## src/shared/dpat_params.svh

```systemverilog
// constants of the data page address translation block
`ifndef DPAT_PARAMS_SVH
`define DPAT_PARAMS_SVH

`define DPAT_NUM_PSEL        4
`define DPAT_PN_WIDTH        10
`define DPAT_PN_LSB          0
`define DPAT_OFS_WIDTH       14
`define DPAT_NSEG_PN_WIDTH   2
`define DPAT_SEG_WIDTH       8
`define DPAT_PSEL0_OFFSET    16'hfe00
`define DPAT_PSEL1_OFFSET    16'hfe02
`define DPAT_PSEL2_OFFSET    16'hfe04
`define DPAT_PSEL3_OFFSET    16'hfe06
`define DPAT_PSEL_SPAN       16'h0008
`define DPAT_PSEL0_RESET     16'h0000
`define DPAT_PSEL1_RESET     16'h0001
`define DPAT_PSEL2_RESET     16'h0002
`define DPAT_PSEL3_RESET     16'h0003

`endif

```

## src/shared/dpat_pkg.sv

```systemverilog
// types and decode helpers of the data page address translation block
`include "dpat_params.svh"

package dpat_pkg;

   typedef logic [15:0]                     dpat_word_t;
   typedef logic [`DPAT_PN_WIDTH-1:0]       dpat_page_t;
   typedef logic [`DPAT_OFS_WIDTH-1:0]      dpat_ofs_t;
   typedef logic [23:0]                     dpat_phys_t;
   typedef logic [1:0]                      dpat_sel_t;
   typedef logic [`DPAT_SEG_WIDTH-1:0]      dpat_seg_t;

   // true when the word address falls on one of the page select registers
   function automatic logic dpat_psel_hit(input dpat_word_t addr);
      dpat_word_t d;
      d = addr - `DPAT_PSEL0_OFFSET;
      return (d < `DPAT_PSEL_SPAN) && !d[0];
   endfunction

   // register index of a page select address
   function automatic dpat_sel_t dpat_psel_index(input dpat_word_t addr);
      dpat_word_t d;
      d = addr - `DPAT_PSEL0_OFFSET;
      return d[2:1];
   endfunction

   // reset contents of page select register n
   function automatic dpat_page_t dpat_psel_reset(input dpat_sel_t n);
      dpat_word_t v;
      case (n)
         2'h0:    v = `DPAT_PSEL0_RESET;
         2'h1:    v = `DPAT_PSEL1_RESET;
         2'h2:    v = `DPAT_PSEL2_RESET;
         default: v = `DPAT_PSEL3_RESET;
      endcase
      return v[`DPAT_PN_WIDTH-1:0];
   endfunction

endpackage

```

## src/rtl/dpat_regs.sv

```systemverilog
// page select register file written through the special function register port
`timescale 1ns/1ps
`include "dpat_params.svh"

module dpat_regs #(
   parameter int NUM = `DPAT_NUM_PSEL
) (
   input  wire logic                           clock,
   input  wire logic                           rst_n,
   input  wire logic                           wr_en,
   input  wire dpat_pkg::dpat_word_t           wr_addr,
   input  wire dpat_pkg::dpat_word_t           wr_data,
   output dpat_pkg::dpat_page_t                pages [NUM]
);

   dpat_pkg::dpat_page_t page_q    [NUM];
   dpat_pkg::dpat_page_t next_page [NUM];

   always_comb begin
      for (int i = 0; i < NUM; i++) begin
         next_page[i] = page_q[i];
      end
      // only special function register writes to a page select address reach these
      if (wr_en && dpat_pkg::dpat_psel_hit(wr_addr)) begin
         // only the page number field is stored; upper bits dropped
         next_page[dpat_pkg::dpat_psel_index(wr_addr)] =
            wr_data[`DPAT_PN_LSB +: `DPAT_PN_WIDTH];
      end
   end

   always_ff @(posedge clock or negedge rst_n) begin
      if (!rst_n) begin
         for (int i = 0; i < NUM; i++) begin
            page_q[i] <= dpat_pkg::dpat_psel_reset(2'(i));
         end
      end else begin
         for (int i = 0; i < NUM; i++) begin
            page_q[i] <= next_page[i];
         end
      end
   end

   assign pages = page_q;

endmodule // dpat_regs

```

## src/rtl/dpat_top.sv

```systemverilog
// data page and code address translation of the core
`timescale 1ns/1ps
`include "dpat_params.svh"

//  Function
// - four page select registers each hold a ten bit number choosing one of 1024 16 KB pages.
// - the upper six bits of each page select register have no page function.
// - after reset register n holds n so long addresses map one to one onto pages 0 to 3.
// - the top two bits of a data address choose which page select register is used.
// - the physical 24 bit address is the chosen page number above the low 14 address bits.
// - in non-segmented mode only the low two page number bits take part in the address.
// - long data accesses are translated, override and event transfer accesses are not.
// - a page value written does not steer the address of the access issued with the write.
// - only a special function register write to a page select address writes a page select register.
// - with segmentation off the instruction pointer is the code address unchanged.
// - with segmentation off code fetches stay in segment zero whatever the segment holds.
module dpat_top (
   input  wire logic                    clock,
   input  wire logic                    arst_n,
   // special function register port
   input  wire logic                    sfr_wr_en,
   input  wire logic                    sfr_rd_en,
   input  wire dpat_pkg::dpat_word_t    sfr_addr,
   input  wire dpat_pkg::dpat_word_t    sfr_wdata,
   output dpat_pkg::dpat_word_t         sfr_rdata,
   output logic                         sfr_rd_valid,
   output logic                         sfr_rd_hit,
   // mode from the core
   input  wire logic                    segmented,
   // data access request
   input  wire logic                    data_valid,
   input  wire dpat_pkg::dpat_word_t    data_addr,
   input  wire logic                    bypass,
   input  wire dpat_pkg::dpat_page_t    bypass_page,
   output dpat_pkg::dpat_phys_t         phys_addr,
   output logic                         phys_valid,
   // code fetch request
   input  wire logic                    fetch_valid,
   input  wire dpat_pkg::dpat_word_t    instruction_pointer,
   input  wire dpat_pkg::dpat_seg_t     code_segment_register,
   output dpat_pkg::dpat_phys_t         code_addr,
   output logic                         code_valid
);

   logic                  rst_meta;
   logic                  rst_n;
   dpat_pkg::dpat_page_t  pages [`DPAT_NUM_PSEL];

   dpat_pkg::dpat_word_t  next_sfr_rdata;
   logic                  next_sfr_rd_valid;
   logic                  next_sfr_rd_hit;
   dpat_pkg::dpat_phys_t  next_phys_addr;
   logic                  next_phys_valid;
   dpat_pkg::dpat_phys_t  next_code_addr;
   logic                  next_code_valid;

   dpat_pkg::dpat_sel_t   sel;
   dpat_pkg::dpat_page_t  cur_page;
   dpat_pkg::dpat_page_t  eff_page;

   // reset release synchronised; assertion stays asynchronous
   always_ff @(posedge clock or negedge arst_n) begin
      if (!arst_n) begin
         rst_meta <= 1'b0;
         rst_n    <= 1'b0;
      end else begin
         rst_meta <= 1'b1;
         rst_n    <= rst_meta;
      end
   end

   dpat_regs #(
      .NUM (`DPAT_NUM_PSEL)
   ) u_regs (
      .clock   (clock),
      .rst_n   (rst_n),
      .wr_en   (sfr_wr_en),
      .wr_addr (sfr_addr),
      .wr_data (sfr_wdata),
      .pages   (pages)
   );

   // register read-back, one cycle latency
   always_comb begin
      next_sfr_rdata    = 16'h0000;
      next_sfr_rd_valid = sfr_rd_en;
      next_sfr_rd_hit   = 1'b0;
      if (sfr_rd_en && dpat_pkg::dpat_psel_hit(sfr_addr)) begin
         next_sfr_rd_hit = 1'b1;
         // reserved bits return zero
         next_sfr_rdata = 16'(pages[dpat_pkg::dpat_psel_index(sfr_addr)]);
      end
   end

   // page selection from the top two address bits
   assign sel      = data_addr[15:14];
   assign cur_page = pages[sel];

   // registered pages only: a write in this cycle lands after the edge
   always_comb begin
      if (segmented) begin
         eff_page = cur_page;
      end else begin
         // mode reduces the page to its low two bits
         eff_page = {{(`DPAT_PN_WIDTH-`DPAT_NSEG_PN_WIDTH){1'b0}},
                     cur_page[`DPAT_NSEG_PN_WIDTH-1:0]};
      end
   end

   always_comb begin
      next_phys_valid = data_valid;
      next_phys_addr  = 24'h00_0000;
      if (data_valid) begin
         if (bypass) begin
            // override and event transfers carry their own page
            next_phys_addr = {bypass_page, data_addr[`DPAT_OFS_WIDTH-1:0]};
         end else begin
            next_phys_addr = {eff_page, data_addr[`DPAT_OFS_WIDTH-1:0]};
         end
      end
   end

   always_comb begin
      next_code_valid = fetch_valid;
      next_code_addr  = 24'h00_0000;
      if (fetch_valid) begin
         if (segmented) begin
            next_code_addr = {code_segment_register, instruction_pointer};
         end else begin
            // segment forced to zero, pointer used as is
            next_code_addr = {8'h00, instruction_pointer};
         end
      end
   end

   always_ff @(posedge clock or negedge rst_n) begin
      if (!rst_n) begin
         sfr_rdata    <= 16'h0000;
         sfr_rd_valid <= 1'b0;
         sfr_rd_hit   <= 1'b0;
         phys_addr    <= 24'h00_0000;
         phys_valid   <= 1'b0;
         code_addr    <= 24'h00_0000;
         code_valid   <= 1'b0;
      end else begin
         sfr_rdata    <= next_sfr_rdata;
         sfr_rd_valid <= next_sfr_rd_valid;
         sfr_rd_hit   <= next_sfr_rd_hit;
         phys_addr    <= next_phys_addr;
         phys_valid   <= next_phys_valid;
         code_addr    <= next_code_addr;
         code_valid   <= next_code_valid;
      end
   end
endmodule // dpat_top

```

## config.mk

```make
export PLATFORM = sky130hd
export DESIGN_NAME = dpat_top
export DESIGN_NICKNAME = d
export VERILOG_FILES = /design/src/shared/dpat_pkg.sv /design/src/rtl/dpat_regs.sv /design/src/rtl/dpat_top.sv
export VERILOG_INCLUDE_DIRS = /design/src /design/src/shared
export SDC_FILE = /design/constraint.sdc
export NUM_CORES = 1
export LEC_CHECK = 0
export BUFFER_PORTS_ARGS = -buffer_cell sky130_fd_sc_hd__buf_2
export CAP_MARGIN = 30
export CORE_AREA = 4 4 122 124
export DETAILED_ROUTE_END_ITERATION = 7
export DIE_AREA = 0 0 126 128
export HOLD_SLACK_MARGIN = 0.03
export SLEW_MARGIN = 20
export SYNTH_ARGS = -nofsm -noshare
export SYNTH_HDL_FRONTEND = slang
export SYNTH_SLANG_ARGS = --single-unit
```

## constraint.sdc

```tcl
create_clock -name clock -period 3 [get_ports clock]
set_clock_uncertainty 0.05 [all_clocks]
set_input_delay 0.3 -clock clock [delete_from_list [all_inputs] [get_ports clock]]
set_output_delay 0.3 -clock clock [all_outputs]
set_load 0.01 [all_outputs]
```

==> results of run 1 <==
-- power by group --
group	leakage, uW	internal, uW	total, uW	switching [uW]
Clock	0.000133	572	1110	534
Combinational	0.00133	105	233	128
Sequential	0.00138	1430	1450	12.9
-- metrics by stage --
stage / cell area (sq um) / utilization, % / power, uW / hold slack (ns)
floorplan: 4350 / - / 1590 / -0.0456
global placement: 5240 / 38.1 / 1700 / 0.0353
detailed placement: 5240 / 38.1 / 1710 / 0.0369
CTS: 5540 / 40.2 / 2830 / 0.102
global route: 5570 / 40.4 / 2920 / 0.104
finish: 5570 / 40.4 / 2790 / 0.118
-- cells in the final DEF (no fill, tap or decap) --
master and n:
sky130_fd_sc_hd__ha_1 1, sky130_fd_sc_hd__nand4_1 1, sky130_fd_sc_hd__nor3_2 1, sky130_fd_sc_hd__buf_4 4
sky130_fd_sc_hd__nand3_1 3, sky130_fd_sc_hd__inv_1 1, sky130_fd_sc_hd__buf_16 1, sky130_fd_sc_hd__and3_1 8
sky130_fd_sc_hd__nand4_4 4, sky130_fd_sc_hd__dfrtp_1 99, sky130_fd_sc_hd__nand3_2 1, sky130_fd_sc_hd__nand2_1 2
sky130_fd_sc_hd__o21ai_0 1, sky130_fd_sc_hd__clkinvlp_4 2, sky130_fd_sc_hd__dfstp_2 4, sky130_fd_sc_hd__o21a_1 1
sky130_fd_sc_hd__mux2_2 40, sky130_fd_sc_hd__clkbuf_16 9, sky130_fd_sc_hd__conb_1 7, sky130_fd_sc_hd__dfrtp_4 1
sky130_fd_sc_hd__nor2b_1 23, sky130_fd_sc_hd__nor4b_4 1, sky130_fd_sc_hd__and2_1 31, sky130_fd_sc_hd__nor2_1 2
sky130_fd_sc_hd__nor3_1 4, sky130_fd_sc_hd__mux2i_1 2, sky130_fd_sc_hd__buf_2 145, sky130_fd_sc_hd__clkinv_4 1
sky130_fd_sc_hd__a22oi_1 8, sky130_fd_sc_hd__inv_6 3, sky130_fd_sc_hd__dlygate4sd3_1 2, sky130_fd_sc_hd__nor4b_2 1
sky130_fd_sc_hd__clkinv_2 1, sky130_fd_sc_hd__mux4_2 20, sky130_fd_sc_hd__xnor2_1 3
-- cells by family (layout without fill, tap and decap cells) --
kind of cell / Yosys count / count (layout) / synth area share (%)
buffers and inverters: 18 / 169 / 2.11
multiplexers: 62 / 62 / 21.3
AND/OR/NAND/NOR: 82 / 82 / 13.6
XOR/XNOR: 3 / 3 / 0.607
flip-flops: 104 / 104 / 60.3
adder cells (fa/ha/maj): 1 / 1 / 0.289
AO/OA/AOI/OAI: 10 / 10 / 1.68
other: 2 / 7 / 0.174
-- worst max-delay path by stage --
stage / cells after the start / endpoint / slack, ns
floorplan: 6 / u_regs.pages[21]$_DFFE_PN0P_ / 0.72
global placement: 7 / u_regs.pages[14]$_DFFE_PN0P_ / 0.58
detailed placement: 7 / u_regs.pages[4]$_DFFE_PN0P_ / 0.55
CTS: 7 / u_regs.pages[4]$_DFFE_PN0P_ / 0.92
global route: 7 / u_regs.pages[2]$_DFFE_PN0P_ / 0.80
finish: 7 / u_regs.pages[4]$_DFFE_PN0P_ / 0.93
-- flip-flops by register name, summed over array words and instances, names as in the netlist, 10 cells and up --
signal	flops
phys_addr	24
code_addr	24
sfr_rdata	10
u_regs.pages	40
-- layer usage --
metal,wire length [um],share of wire [%],up-vias,global-route usage [%]
li1,-,-,1293,-
met1,4300,43,1351,16.9
met2,4750,48,94,20.1
met3,705,7.1,10,4.21
met4,134,1.4,2,3.85
met5,11,0.11,-,0
-- worst max-delay path: stages --
cell and delay [ns]:
sky130_fd_sc_hd__buf_2 0.10, sky130_fd_sc_hd__ha_1 0.20, sky130_fd_sc_hd__nand2_1 0.08, sky130_fd_sc_hd__o21a_1 0.22, sky130_fd_sc_hd__nor4b_4 0.58, sky130_fd_sc_hd__nand4_4 0.39, sky130_fd_sc_hd__mux2_2 0.37
-- final cells by class --
class | instances | area (sq um)
fillers | 1339 | 8200
inverters | 1 | 3.75
clock inverters | 7 | 55.1
multi-input cells | 165 | 1650
well taps | 180 | 225
flip-flops and latches | 104 | 2610
repair buffers | 152 | 803
clock buffers | 9 | 225
-- synthesized netlist by cell type --
| master | n |
|---|---|
| sky130_fd_sc_hd__mux2i_1 | 2 |
| sky130_fd_sc_hd__buf_2 | 1 |
| sky130_fd_sc_hd__nand3_1 | 3 |
| sky130_fd_sc_hd__nor2_1 | 2 |
| sky130_fd_sc_hd__nor3_2 | 1 |
| sky130_fd_sc_hd__conb_1 | 2 |
| sky130_fd_sc_hd__and2_1 | 31 |
| sky130_fd_sc_hd__nand4_1 | 1 |
| sky130_fd_sc_hd__nor2b_1 | 23 |
| sky130_fd_sc_hd__inv_1 | 1 |
| sky130_fd_sc_hd__nor3_1 | 4 |
| sky130_fd_sc_hd__o21ai_0 | 1 |
| sky130_fd_sc_hd__buf_1 | 3 |
| sky130_fd_sc_hd__nand3_2 | 1 |
| sky130_fd_sc_hd__o21a_1 | 1 |
| sky130_fd_sc_hd__dfstp_2 | 4 |
| sky130_fd_sc_hd__nand4_4 | 4 |
| sky130_fd_sc_hd__mux2_2 | 40 |
| sky130_fd_sc_hd__nor4b_2 | 1 |
| sky130_fd_sc_hd__dfrtp_1 | 100 |
| sky130_fd_sc_hd__and3_1 | 8 |
| sky130_fd_sc_hd__xnor2_1 | 3 |
| sky130_fd_sc_hd__nand2_1 | 2 |
| sky130_fd_sc_hd__clkbuf_1 | 7 |
| sky130_fd_sc_hd__ha_1 | 1 |
| sky130_fd_sc_hd__nor4b_4 | 1 |
| sky130_fd_sc_hd__a22oi_1 | 8 |
| sky130_fd_sc_hd__buf_4 | 6 |
| sky130_fd_sc_hd__mux4_2 | 20 |
==> flow_metrics.py, run 1 <==
metrics = {
    "clock_tree": {
        "max-clock-path-buffers": 2,
        "cts_sinks": 104,
        "htree_levels": 3,
        "cts_resized": 0,
        "root_driver": "sky130_fd_sc_hd__clkbuf_16",
        "clock_latency_ns": 0.34,
        "tritoncts_clock_tree": "yes",
        "numCtsBuffers": 9,
        "holdBufCountCts": 2,
        "clkSlewWorstSetupHoldPaths_ns": 0.07,
        "postCtsSetupBuffers": 0,
    },
    "timing": {
        "drv_slew": 0,
        "slew_headroom_pct": 57.1,
        "max_slew.worst_pin.slew_ns": 0.642,
        "final_period_minus_worst_setup_slack_ns": 2.07,
        "fin_setup_tns_ns": 0,
        "min_period_over_period_pct": 69.0,
        "max_clock_freq_mhz": 483,
        "rsz0062_at_grt": "false",
        "timing.final.setup_violations": 0,
        "post-route-worst-setup-slack_ns": 0.929,
        "final_hold_viol_count": 0,
    },
    "worst_hold_path": {
        "holdPathEnd": "code_addr[11]$_DFF_PN0_",
        "min_from": "instruction_pointer[11]",
        "hp_class": "in2reg",
        "timing.hold.worst_path_depth": 2,
    },
    "synth": {
        "post_synth_inst_count": 282,
        "netlist.top_cell.by_area": "sky130_fd_sc_hd__dfrtp_1",
        "synth_area_leaders": "sky130_fd_sc_hd__dfrtp_1, sky130_fd_sc_hd__mux2_2, sky130_fd_sc_hd__mux4_2",
        "yosys.area.top_type_share_pct": 57.8,
        "synth_seq_area_share_pct": 60.3,
        "synth.cell_area_sq_um": 4330,
        "yosys.cell_types.count": 29,
        "syn_area_per_cell_sq_um": 15.3,
        "yosysWarningCount": 0,
        "synth-seq-cells": 104,
    },
    "pwr": {
        "power_density_over_the_cells_nw_per_um2": 500,
        "power.ir.vdd_worst_mv": 0.240,
        "power.leakage_uw": 0.00285,
    },
    "critical_path": {
        "crit_path_start_kind": "input port",
        "critical_setup_path_kind": "in2reg",
        "setup.worst_path.end_class": "flip-flop",
        "crit_path_arrival_time_ns": 2.25,
        "timing.reg2reg.setup_slack_ns": 1.70,
        "crit_path_max_fanout": 10,
        "cp_data_required_time_ns": 3.18,
        "timing.reg2reg.worst_path_depth": 3,
        "critical_path.reg2reg.startpoint": "u_regs.pages[9]$_DFFE_PN0P_",
        "cp-startpoint": "sfr_addr[9]",
        "critical_path.reg2reg.endpoint": "phys_addr[23]$_DFF_PN0_",
    },
    "run_status": {
        "outcome": "finished, final reports clean",
    },
    "global_route": {
        "wire_length_of_the_first_global_routing_pass_mm": 16.0,
        "vias_in_the_first_global_route": 2939,
        "grt_use_total_pct": 12.8,
        "grt_max_degree": 77,
        "grt-ovfl-total": 0,
        "antenna_violations_before_repair": 1,
    },
    "floorplan": {
        "placementRows": 43,
        "io_pins": 158,
        "die-height_um": 128,
        "die_x_um": 126,
        "initial_utilization_pct": 31.4,
        "design.die.area_sq_um": 16100,
        "core_area_sq_um": 13800,
    },
    "route": {
        "drc_marker_count_from_the_first_detailed_route_iteration": 80,
        "via_count": 2750,
        "drt_pass1_iterations": 4,
        "via_to_cell_ratio": 4.45,
        "drcViolationCount": 0,
        "route.antenna.remaining_nets": 0,
        "drt_wl_total_mm": 9.90,
        "routedWlPerCell_um": 16.0,
    },
    "cells_and_area": {
        "final_layout_size_suffix_gt1_share_pct": 54.6,
        "final_cells": 618,
        "design.final.nets": 524,
        "insertedDiodeCount": 0,
        "syn2layout_area_growth_pct": 28.7,
    },
    "place": {
        "io_buffer_count": 145,
        "post-place-cells": 599,
        "gp_routability_congestion": 0.786,
        "preCtsSetupSlack_ns": 0.546,
        "place.detailed.hpwl_mm": 7.27,
    },
    "flow_run": {
        "max_capacitance_violation_count": 0,
    },
}
(Power assumes the default switching activity.)
==> run 2: changes to the inputs <==
Clock period 3 ns to 1.77 ns, I/O delays scaled along.
==> flow_metrics.py, run 2 (synthesis gave the netlist of run 1 again) <==
metrics = {
    "timing": {
        "max_clock_freq_mhz": 583,
        "slew_headroom_pct": 66.2,
        "final_period_minus_worst_setup_slack_ns": 1.72,
        "rsz0062_at_grt": "true",
        "fin_setup_tns_ns": 0,
        "final_hold_viol_count": 0,
        "drv_slew": 0,
        "fin_worst_hold_slack_ns": 0.0501,
        "min_period_over_period_pct": 97.0,
        "max_slew.worst_pin.slew_ns": 0.507,
        "timing.final.setup_violations": 0,
    },
    "global_route": {
        "grt-ovfl-total": 0,
        "antenna_violations_before_repair": 1,
        "wire_length_of_the_first_global_routing_pass_mm": 16.7,
        "grt_max_degree": 52,
        "vias_in_the_first_global_route": 3137,
        "grt_use_total_pct": 13.3,
    },
    "route": {
        "routed.top_layer": "met5",
        "route.antenna.remaining_nets": 0,
        "drt_pass1_iterations": 6,
        "routedWlPerCell_um": 16.1,
        "m1WireLength_mm": 4.47,
        "route.met3.wl_um": 738,
        "drt_wl_total_mm": 10.5,
        "met2RoutedLength_mm": 5.20,
        "drc_marker_count_from_the_first_detailed_route_iteration": 88,
        "via_to_cell_ratio": 4.52,
        "via_count": 2950,
        "drcViolationCount": 0,
    },
    "cells_and_area": {
        "final_layout_size_suffix_gt1_share_pct": 51.4,
        "largest_register_ffs": 40,
        "insertedDiodeCount": 0,
        "final_cell_area_sq_um": 6000,
        "design.final.nets": 561,
        "final_common_cell": "sky130_fd_sc_hd__buf_2",
        "syn2layout_area_growth_pct": 38.7,
        "commonest_non_fill_non_tap_cells_in_the_layout": "sky130_fd_sc_hd__buf_2, sky130_fd_sc_hd__dfrtp_1, sky130_fd_sc_hd__mux2_2, sky130_fd_sc_hd__dlygate4sd3_1, sky130_fd_sc_hd__and2_1",
    },
    "worst_hold_path": {
        "holdPathEnd": "code_addr[16]$_DFF_PN0_",
        "min_from": "code_segment_register[0]",
        "timing.hold.worst_path_depth": 2,
        "hp_class": "in2reg",
    },
    "pwr": {
        "power_density_over_the_cells_nw_per_um2": 831,
        "power.leakage_uw": 0.00303,
        "power.ir.vdd_worst_mv": 0.519,
    },
    "clock_tree": {
        "postCtsSetupBuffers": 0,
        "htree_levels": 3,
        "cts_sinks": 104,
        "tritoncts_clock_tree": "yes",
        "numCtsBuffers": 9,
        "clkSlewWorstSetupHoldPaths_ns": 0.06,
        "max-clock-path-buffers": 2,
        "root_driver": "sky130_fd_sc_hd__clkbuf_16",
        "clock_latency_ns": 0.33,
    },
    "flow_run": {
        "max_capacitance_violation_count": 0,
    },
    "floorplan": {
        "die-height_um": 128,
        "design.die.area_sq_um": 16100,
        "io_pins": 158,
        "core_area_sq_um": 13800,
        "die_x_um": 126,
        "initial_utilization_pct": 31.4,
        "placementRows": 43,
    },
    "critical_path": {
        "crit_path_max_fanout": 6,
        "setup.worst_path.end_class": "flip-flop",
        "timing.reg2reg.worst_path_depth": 3,
        "critical_path.reg2reg.startpoint": "u_regs.pages[5]$_DFFE_PN0P_",
        "crit_path_arrival_time_ns": 1.88,
        "crit_path_start_kind": "input port",
        "timing.reg2reg.setup_slack_ns": 0.45,
        "critical_path.reg2reg.endpoint": "phys_addr[19]$_DFF_PN0_",
        "cp_data_required_time_ns": 1.94,
        "critical_setup_path_kind": "in2reg",
    },
    "place": {
        "place.detailed.hpwl_mm": 7.49,
        "placement.cell_area_sq_um": 5330,
        "io_buffer_count": 145,
        "gp_routability_congestion": 0.741,
    },
    "run_status": {
        "outcome": "finished, final reports clean",
    },
}
==> run 2: critical path, stage by stage <==
cell                      delay, ns
sky130_fd_sc_hd__buf_2         0.13
sky130_fd_sc_hd__ha_4          0.23
sky130_fd_sc_hd__nor4b_2       0.24
sky130_fd_sc_hd__nand4_1       0.20
sky130_fd_sc_hd__nor3_4        0.20
sky130_fd_sc_hd__buf_12        0.16
sky130_fd_sc_hd__nand4_2       0.21
sky130_fd_sc_hd__mux2_2        0.34
==> run 2: how the worst max path moves through the flow <==
stage	start	endpoint
after floorplan	sfr_addr[9]	u_regs.pages[21]$_DFFE_PN0P_
after global placement	sfr_addr[9]	u_regs.pages[21]$_DFFE_PN0P_
after detailed placement	sfr_addr[9]	u_regs.pages[21]$_DFFE_PN0P_
after CTS	sfr_addr[9]	u_regs.pages[21]$_DFFE_PN0P_
after global routing	sfr_addr[9]	u_regs.pages[9]$_DFFE_PN0P_
final	sfr_addr[9]	u_regs.pages[30]$_DFFE_PN0P_
==> run 2: repair_timing <==
action                                  CTS  global route
endpoints found under the setup margin    0            17
endpoints found under the hold margin    34             0
resized for setup                         0             1
hold buffers                             33             0
==> run 2: where the power goes <==
part,leakage (uW),switching [uW],internal [uW]
combinational,0.00150,233,227
sequential,0.00138,26.1,2430
clock,0.000148,804,1260
==> run 2: final cells by class <==
cell class | instances | area [sq um]
Timing Repair Buffer | 187 | 1150
Fill cell | 1296 | 7770
Inverter | 1 | 3.75
Clock buffer | 11 | 243
Tap cell | 180 | 225
Clock inverter | 3 | 67.6
Sequential cell | 104 | 2610
Multi-Input combinational cell | 167 | 1700
==> run 2: stage by stage <==
stage	power, uW	cells	util (%)	worst slack [ns]
6_report	4990	653	43.6	0.0536
2_1_floorplan	2700	287	-	-0.117
4_1_cts	5070	651	43.3	0.0322
3_3_place_gp	2900	604	38.7	-0.276
5_1_grt	5230	653	43.6	-0.0240
3_5_place_dp	2910	604	38.7	-0.326
==> run 2: layer usage <==
layer / global-route usage [%] / vias to the layer above
li1: - / 1374
met1: 16.8 / 1467
met2: 22.0 / 99
met3: 4.04 / 8
met4: 3.97 / 2
met5: 0 / -
